### config.mk
export PLATFORM = sky130hd
export DESIGN_NAME = urt_rx_timeout
export DESIGN_NICKNAME = d
export VERILOG_FILES = /design/src/core/urt_pkg.sv /design/src/core/urt_rx_timeout.sv
export SDC_FILE = /design/constraint.sdc
export NUM_CORES = 1
export LEC_CHECK = 0
export BUFFER_PORTS_ARGS = -buffer_cell sky130_fd_sc_hd__buf_2
export CORE_ASPECT_RATIO = 1.2
export CORE_MARGIN = 1.5
export CORE_UTILIZATION = 34
export CTS_CLUSTER_DIAMETER = 30
export DETAILED_ROUTE_END_ITERATION = 6
export PLACE_DENSITY = 0.54
export SLEW_MARGIN = 20
export SYNTH_ARGS = -nofsm -noshare
export SYNTH_HDL_FRONTEND = slang
export SYNTH_SLANG_ARGS = --single-unit
### constraint.sdc
create_clock -name core_clk -period 5.7 [get_ports core_clk]
set_input_delay 1.14 -clock core_clk [delete_from_list [all_inputs] [get_ports core_clk]]
set_output_delay 1.14 -clock core_clk [all_outputs]
set_load 0.02 [all_outputs]
### src/core/urt_pkg.sv
// Package for the receive timeout and FIFO trigger DMA request block
// Operation
// - Timeout period comes from the high and low timeout value registers combined.
// - Bit 6 of second enhanced feature register selects periodic (1) or original (0) mode.
// - Reading the interrupt identification register clears a pending timeout interrupt.
// - With unread receive data, timeout interrupt is raised again when timeout recurs.
// - Periodic mode raises the timeout interrupt anew at every period expiry.
// - Receive holding, modem status and line status reads leave the timeout interrupt alone.
package urt_pkg;
  localparam int unsigned TMO_HALF_W = 8;
  localparam int unsigned TMO_W = 2 * TMO_HALF_W;
  localparam int unsigned LVL_W = 6;
  localparam int unsigned FEAT_W = 8;
  localparam int unsigned FEAT_PERIODIC_BIT = 6;
  localparam logic [TMO_HALF_W-1:0] TMO_HIGH_RST = 8'h00;
  localparam logic [TMO_HALF_W-1:0] TMO_LOW_RST = 8'h40;
  localparam logic [FEAT_W-1:0] FEAT_RST = 8'h00;
  localparam logic [LVL_W-1:0] LVL_RST = 6'h01;

  typedef struct packed {
    logic rx_push;
    logic rx_pop;
    logic [LVL_W-1:0] rx_count;
    logic [LVL_W-1:0] tx_count;
  } urt_fifo_t;

  typedef struct packed {
    logic ident_read;
    logic hold_read;
    logic modem_read;
    logic line_read;
  } urt_reads_t;

  typedef enum logic [1:0] {
    TS_IDLE,
    TS_COUNT,
    TS_FIRED
  } urt_tstate_t;
endpackage : urt_pkg

### src/core/urt_rx_timeout.sv
// Receive timeout interrupt and FIFO trigger DMA request logic
module urt_rx_timeout (
  input wire logic core_clk,
  input wire logic rst,
  input wire logic clk_en,
  input wire logic [urt_pkg::TMO_HALF_W-1:0] rx_timeout_value_high,
  input wire logic [urt_pkg::TMO_HALF_W-1:0] rx_timeout_value_low,
  input wire logic tmo_wr,
  input wire logic [urt_pkg::FEAT_W-1:0] second_enhanced_feature_reg,
  input wire logic feat_wr,
  input wire logic [urt_pkg::LVL_W-1:0] rx_trig_level,
  input wire logic [urt_pkg::LVL_W-1:0] tx_trig_level,
  input wire logic trig_wr,
  input wire urt_pkg::urt_fifo_t fifo,
  input wire urt_pkg::urt_reads_t reads,
  output logic rx_timeout_irq,
  output logic periodic_mode,
  output logic rx_dma_req,
  output logic tx_dma_req,
  output logic [urt_pkg::TMO_W-1:0] tmo_count
);
  import urt_pkg::*;

  logic [TMO_W-1:0] period_q;
  logic [FEAT_W-1:0] feat_q;
  logic [LVL_W-1:0] rx_lvl_q;
  logic [LVL_W-1:0] tx_lvl_q;
  logic [TMO_W-1:0] cnt_q;
  logic irq_q;
  logic rx_dma_q;
  logic tx_dma_q;
  urt_tstate_t st_q;
  logic activity;
  logic pending;
  logic expire;

  assign activity = fifo.rx_push | fifo.rx_pop;
  // Data counted as pending from the push cycle, before the count shows it
  assign pending = (fifo.rx_count != '0) || fifo.rx_push;
  // A zero period is treated as one cycle so the timer can still fire
  assign expire = (st_q == TS_COUNT) && !activity &&
                  ((cnt_q + 16'h0001) >= period_q);

  always_ff @(posedge core_clk or posedge rst) begin
    if (rst) begin
      period_q <= {TMO_HIGH_RST, TMO_LOW_RST};
    end else if (clk_en && tmo_wr) begin
      period_q <= {rx_timeout_value_high, rx_timeout_value_low};
    end
  end

  always_ff @(posedge core_clk or posedge rst) begin
    if (rst) begin
      feat_q <= FEAT_RST;
    end else if (clk_en && feat_wr) begin
      feat_q <= second_enhanced_feature_reg;
    end
  end

  assign periodic_mode = feat_q[FEAT_PERIODIC_BIT];

  always_ff @(posedge core_clk or posedge rst) begin
    if (rst) begin
      rx_lvl_q <= LVL_RST;
      tx_lvl_q <= LVL_RST;
    end else if (clk_en && trig_wr) begin
      // Non power-of-two levels are stored as written; DMA users must avoid them
      rx_lvl_q <= rx_trig_level;
      tx_lvl_q <= tx_trig_level;
    end
  end

  // Timer sequencer: original mode fires, then rearms on FIFO activity or once the interrupt is cleared with data pending; periodic mode keeps firing
  always_ff @(posedge core_clk or posedge rst) begin
    if (rst) begin
      st_q <= TS_IDLE;
      cnt_q <= '0;
    end else if (clk_en) begin
      if (activity) begin
        st_q <= TS_COUNT;
        cnt_q <= '0;
      end else begin
        unique case (st_q)
          TS_IDLE: begin
            cnt_q <= '0;
            if (pending) begin
              st_q <= TS_COUNT;
            end
          end
          TS_COUNT: begin
            if (expire) begin
              cnt_q <= '0;
              st_q <= periodic_mode ? TS_COUNT : TS_FIRED;
            end else begin
              cnt_q <= cnt_q + 16'h0001;
            end
          end
          TS_FIRED: begin
            cnt_q <= '0;
            if (periodic_mode) begin
              st_q <= TS_COUNT;
            end else if (!irq_q && pending) begin
              st_q <= TS_COUNT;
            end
          end
        endcase
      end
    end
  end

  // Interrupt flag; expiry with data pending or in periodic mode wins over a same-cycle identification read
  always_ff @(posedge core_clk or posedge rst) begin
    if (rst) begin
      irq_q <= 1'b0;
    end else if (clk_en) begin
      if (expire && (pending || periodic_mode)) begin
        irq_q <= 1'b1;
      end else if (reads.ident_read) begin
        irq_q <= 1'b0;
      end
      // Holding, modem and line status reads deliberately not decoded here
    end
  end

  assign rx_timeout_irq = irq_q;
  assign tmo_count = cnt_q;

  always_ff @(posedge core_clk or posedge rst) begin
    if (rst) begin
      rx_dma_q <= 1'b0;
      tx_dma_q <= 1'b0;
    end else if (clk_en) begin
      rx_dma_q <= (fifo.rx_count >= rx_lvl_q) && (rx_lvl_q != '0);
      tx_dma_q <= (fifo.tx_count < tx_lvl_q);
    end
  end

  assign rx_dma_req = rx_dma_q;
  assign tx_dma_req = tx_dma_q;

  a_ident_clears: assert property (@(posedge core_clk) disable iff (rst)
    (clk_en && reads.ident_read && !expire) |=> !rx_timeout_irq)
    else $error("identification read did not clear timeout interrupt");
  a_status_reads_keep: assert property (@(posedge core_clk) disable iff (rst)
    (clk_en && !reads.ident_read && !expire) |=> $stable(rx_timeout_irq))
    else $error("timeout interrupt changed without cause");
  a_reads_no_set: assert property (@(posedge core_clk) disable iff (rst)
    (clk_en && (reads.hold_read || reads.modem_read || reads.line_read) &&
      !reads.ident_read && !expire && !rx_timeout_irq) |=> !rx_timeout_irq)
    else $error("status read raised timeout interrupt");
  a_reads_no_clear: assert property (@(posedge core_clk) disable iff (rst)
    (clk_en && (reads.hold_read || reads.modem_read || reads.line_read) &&
      !reads.ident_read && rx_timeout_irq) |=> rx_timeout_irq)
    else $error("status read cleared timeout interrupt");
  a_expire_sets: assert property (@(posedge core_clk) disable iff (rst)
    (clk_en && expire && pending) |=> rx_timeout_irq)
    else $error("expiry with pending data did not raise interrupt");
  a_periodic_fires: assert property (@(posedge core_clk) disable iff (rst)
    (clk_en && expire && periodic_mode) |=> rx_timeout_irq)
    else $error("periodic expiry did not raise interrupt");
  a_no_data_quiet: assert property (@(posedge core_clk) disable iff (rst)
    (clk_en && expire && !pending && !periodic_mode && !reads.ident_read) |=>
      $stable(rx_timeout_irq))
    else $error("original mode expiry without data changed interrupt");
  a_push_restarts: assert property (@(posedge core_clk) disable iff (rst)
    (clk_en && activity) |=> (tmo_count == '0 && st_q == TS_COUNT))
    else $error("FIFO activity did not restart timer");
  a_count_steps: assert property (@(posedge core_clk) disable iff (rst)
    (clk_en && st_q == TS_COUNT && !activity && !expire) |=>
      tmo_count == $past(tmo_count) + 16'h0001)
    else $error("timer did not advance by one");
  a_idle_waits: assert property (@(posedge core_clk) disable iff (rst)
    (clk_en && st_q == TS_IDLE && !pending && !activity) |=> st_q == TS_IDLE)
    else $error("timer started without pending data");
  a_periodic_rearm: assert property (@(posedge core_clk) disable iff (rst)
    (clk_en && expire && periodic_mode && !feat_wr) |=> st_q == TS_COUNT)
    else $error("periodic mode did not rearm timer");
  a_original_holds: assert property (@(posedge core_clk) disable iff (rst)
    (clk_en && expire && !periodic_mode && !feat_wr) |=> st_q == TS_FIRED)
    else $error("original mode rearmed after expiry");
  a_fired_waits: assert property (@(posedge core_clk) disable iff (rst)
    (clk_en && st_q == TS_FIRED && !periodic_mode && irq_q && !activity) |=>
      st_q == TS_FIRED)
    else $error("timer rearmed before interrupt was cleared");
  a_retrigger: assert property (@(posedge core_clk) disable iff (rst)
    (clk_en && st_q == TS_FIRED && !irq_q && pending && !activity) |=> st_q == TS_COUNT)
    else $error("pending data did not rearm timer");
  a_period_load: assert property (@(posedge core_clk) disable iff (rst)
    (clk_en && tmo_wr) |=> period_q ==
      {$past(rx_timeout_value_high), $past(rx_timeout_value_low)})
    else $error("timeout period not loaded");
  a_feature_load: assert property (@(posedge core_clk) disable iff (rst)
    (clk_en && feat_wr) |=> feat_q == $past(second_enhanced_feature_reg))
    else $error("feature register not loaded");
  a_level_load: assert property (@(posedge core_clk) disable iff (rst)
    (clk_en && trig_wr) |=>
      (rx_lvl_q == $past(rx_trig_level) && tx_lvl_q == $past(tx_trig_level)))
    else $error("trigger levels not loaded");

  // A low clock enable must leave every register untouched
  a_freeze_timer: assert property (@(posedge core_clk) disable iff (rst)
    !clk_en |=> ($stable(tmo_count) && $stable(st_q)))
    else $error("timer moved while clock enable low");
  a_freeze_outputs: assert property (@(posedge core_clk) disable iff (rst)
    !clk_en |=> ($stable(rx_timeout_irq) && $stable(rx_dma_req) &&
      $stable(tx_dma_req)))
    else $error("outputs changed while clock enable low");
  a_freeze_config: assert property (@(posedge core_clk) disable iff (rst)
    !clk_en |=> ($stable(period_q) && $stable(feat_q) && $stable(rx_lvl_q) &&
      $stable(tx_lvl_q)))
    else $error("configuration changed while clock enable low");

  // Requests follow the FIFO levels one cycle late; odd levels are not filtered
  a_rx_dma_high: assert property (@(posedge core_clk) disable iff (rst)
    (clk_en && rx_lvl_q != '0 && fifo.rx_count >= rx_lvl_q) |=>
      rx_dma_req)
    else $error("receive DMA request missing at trigger level");
  a_rx_dma_low: assert property (@(posedge core_clk) disable iff (rst)
    (clk_en && fifo.rx_count < rx_lvl_q) |=> !rx_dma_req)
    else $error("receive DMA request below trigger level");
  a_tx_dma_high: assert property (@(posedge core_clk) disable iff (rst)
    (clk_en && fifo.tx_count < tx_lvl_q) |=> tx_dma_req)
    else $error("transmit DMA request missing below trigger level");
  a_tx_dma_low: assert property (@(posedge core_clk) disable iff (rst)
    (clk_en && fifo.tx_count >= tx_lvl_q) |=> !tx_dma_req)
    else $error("transmit DMA request at or above trigger level");

  c_fire: cover property (@(posedge core_clk) disable iff (rst) $rose(rx_timeout_irq));
  c_clear: cover property (@(posedge core_clk) disable iff (rst) $fell(rx_timeout_irq));
  c_periodic: cover property (@(posedge core_clk) disable iff (rst)
    expire && periodic_mode && rx_timeout_irq);
  c_rx_dma: cover property (@(posedge core_clk) disable iff (rst) $rose(rx_dma_req));
  c_rearm: cover property (@(posedge core_clk) disable iff (rst)
    st_q == TS_FIRED ##1 st_q == TS_COUNT);
endmodule : urt_rx_timeout

==> flow_metrics.py <==
metrics = {
    "synth": {
        "synth_top_area_cell": "dfrtp_1",
        "ys_types": 46,
        "synth-edff-count": 0,
        "yosys_warnings": 0,
        "synth_area_leaders": "dfrtp_1, ha_1, mux2_2",
        "async_flop_share_pct": 100,
        "seq_area_frac_synth_pct": 41.5,
        "avgSynthCellArea_um2": 10.5,
        "ys.flop_type": "dfrtp_1",
        "synth-seq-cells": 50,
        "syn_area_mm2": 0.00302,
        "syn_nets": 375,
        "synth_cells": 287,
        "synth_top_area_share_pct": 38.9,
    },
    "routing": {
        "via_per_inst": 4.86,
        "ant_nets": 0,
        "wl_um": 6310,
        "drt_iter0_drc": 100,
        "vias": 2305,
        "dr.pass1.iters": 4,
        "wl_per_cell_um": 13.3,
        "drc": 0,
    },
    "placed_design": {
        "numPortBuffers": 69,
        "placed_cells": 466,
        "gp_congestion": 0.813,
        "dpl.hpwl_um": 4860,
    },
    "power_and_ir_drop": {
        "power_density_mw_per_mm2": 220,
        "leakagePower_nw": 1.88,
        "max-vdd-ir-drop_mv": 0.0826,
    },
    "worst_setup_path": {
        "crit_end": "tmo_count[2]",
        "crit_start": "tmo_count[0]",
        "cp.arrival_ps": 4010,
        "rrSetupSlack_ps": 1940,
        "r2r_end": "tmo_count[2]",
        "worstSetupPathType": "register to register",
        "r2r_cells": 12,
        "cp.required_ps": 5950,
        "cp-end-kind": "register",
        "worst_setup_path_start_kind": "register",
        "rr_startpoint": "tmo_count[0]",
        "path_max_fanout": 16,
    },
    "clock_network": {
        "cts_setup_buffers": 0,
        "clock_latency_ps": 300,
        "path_clk_slew_ps": 90,
        "cts_tree": "built",
        "htree_num_levels": 2,
        "numCtsBuffers": 5,
        "cts_sinks": 50,
        "clock_path_buffers": 2,
        "cts_resized": 0,
        "ctsHoldBuffers": 0,
        "clock-root-buffer": "clkbuf_8",
    },
    "sta": {
        "finalCriticalPeriod_ps": 3760,
        "skew_ps": 7.44,
        "clock.fmax_mhz": 266,
        "rsz0062_at_grt": "no",
        "tns_ps": 0,
        "drv_slew": 0,
        "whs_ps": 506,
        "finalSetupViolCount": 0,
        "worstMarginPinSlew_ps": 649,
        "min_period_over_period_pct": 66.0,
        "slew-limit-headroom_pct": 56.6,
        "hold_viol_final": 0,
    },
    "hold_path": {
        "hold_path_class": "register to register",
    },
    "final_layout": {
        "nNetsFinal": 444,
        "antennaDiodeCount": 0,
        "syn2layout_area_growth_pct": 18.2,
        "drive_above_1_share_pct": 33.1,
        "fillerInstances": 880,
        "multiInputGateArea_mm2": 0.00160,
        "final_common_cell": "buf_2",
        "final_cell_mix": "buf_2, dfrtp_1, inv_1",
        "regArea_mm2": 0.00125,
        "finalNonFillerCells": 474,
    },
    "floorplanning": {
        "die_area_mm2": 0.00946,
        "fp.coreArea_mm2": 0.00861,
        "start_util_pct": 35.1,
        "rows": 37,
        "die_w_um": 89.1,
        "die_h_um": 106,
        "num_io_pins": 80,
    },
    "run": {
        "maxCapViolations": 0,
    },
    "outcome": {
        "status": "finished clean",
    },
    "grt": {
        "grt_pass1_wl_um": 10700,
        "track_usage_pct": 14.5,
        "antenna_found_initial": 0,
        "first_global_vias": 2301,
        "overflow": 0,
        "grt_max_degree": 51,
    },
}
state kept, by name, summed over array words and instances (netlist names):
signal / flops
tmo_count: 16
rx_dma_req: 1
feat_q: 1
tx_dma_req: 1
tx_lvl_q: 6
rx_lvl_q: 6
rx_timeout_irq: 1
period_q: 16
st_q: 2
report_power, final:
part / internal [mW] / switching [mW] / leakage, nW
Clock: 0.0982 / 0.117 / 0.0482
Sequential: 0.391 / 0.0209 / 0.619
Combinational: 0.0794 / 0.0800 / 1.21
cell type report:
class                           instances  share of cell area [%]
Clock buffer                            7                    2.42
Clock inverter                          1                   0.140
Inverter                               34                    3.64
Multi-Input combinational cell        196                    44.9
Sequential cell                        50                    35.1
Tap cell                              117                    4.10
Timing Repair Buffer                   69                    9.67
worst min path at each step:
stage | start | endpoint | slack (ps) | depth (start not counted)
floorplan | period_q[2] | period_q[2] | 480 | 1
CTS | rx_timeout_irq | rx_timeout_irq | 510 | 2
global route | period_q[13] | period_q[13] | 530 | 1
detailed placement | rx_timeout_irq | rx_timeout_irq | 480 | 2
finish | rx_dma_req | rx_dma_req | 510 | 2
global placement | rx_dma_req | rx_dma_req | 480 | 2
cells by family after synthesis:
family / after synthesis / share of synthesized area (%)
AOI/OAI and AO/OA: 55 / 14.3
xor gates and xnor gates: 14 / 4.06
adders and majority gates: 28 / 11.6
buffers and inverters: 41 / 5.38
DFF: 50 / 41.5
muxes: 31 / 11.5
and+or+nand+nor: 68 / 11.6
synthesized netlist by cell type, types with 2 or more instances:
| cell type | number |
|---|---|
| nor2_1 | 9 |
| nand2_1 | 21 |
| xor2_1 | 6 |
| o22ai_1 | 2 |
| mux2_2 | 30 |
| nor2b_1 | 4 |
| a22o_1 | 6 |
| a21o_1 | 9 |
| o21ai_0 | 11 |
| dfstp_2 | 3 |
| dfrtp_1 | 47 |
| nand2b_1 | 4 |
| clkbuf_1 | 5 |
| o21a_1 | 2 |
| nand4_1 | 2 |
| xnor2_1 | 8 |
| o2bb2ai_1 | 6 |
| inv_1 | 33 |
| nand3_1 | 9 |
| and3_1 | 8 |
| ha_1 | 28 |
| nor4_1 | 2 |
| nor3_1 | 2 |
| a21oi_1 | 8 |
metrics by stage:
| step | worst slack [ps] | util (%) | power (mW) | cell area, µm² |
|---|---|---|---|---|
| after floorplan | 2560 | - | 0.531 | 3020 |
| after global placement | 1920 | 40.4 | 0.577 | 3480 |
| after detailed placement | 1940 | 40.4 | 0.583 | 3480 |
| after CTS | 1900 | 41.5 | 0.803 | 3570 |
| after global routing | 1640 | 41.5 | 0.841 | 3570 |
| final | 1940 | 41.5 | 0.787 | 3570 |
worst max-delay path, cell delays in order (launching register included):
cell and delay (ps):
dfrtp_1 530, ha_1 280, nand3_1 130, nor2_1 330
and3_1 230, xor2_1 220, ha_1 310, a21oi_1 160
nand2_1 70, a221oi_1 510, o221ai_4 310, nor2_1 420
a22o_1 210
layer usage:
| layer | global-route usage, % | vias to the layer above | share of wire (%) |
|---|---|---|---|
| li1 | - | 1153 | - |
| met1 | 17.6 | 1072 | 44 |
| met2 | 25.2 | 71 | 49 |
| met3 | 3.73 | 9 | 5.5 |
| met4 | 4.07 | 0 | 1.4 |
| met5 | 0 | - | 0 |
Power figures use the tool's default switching activity.
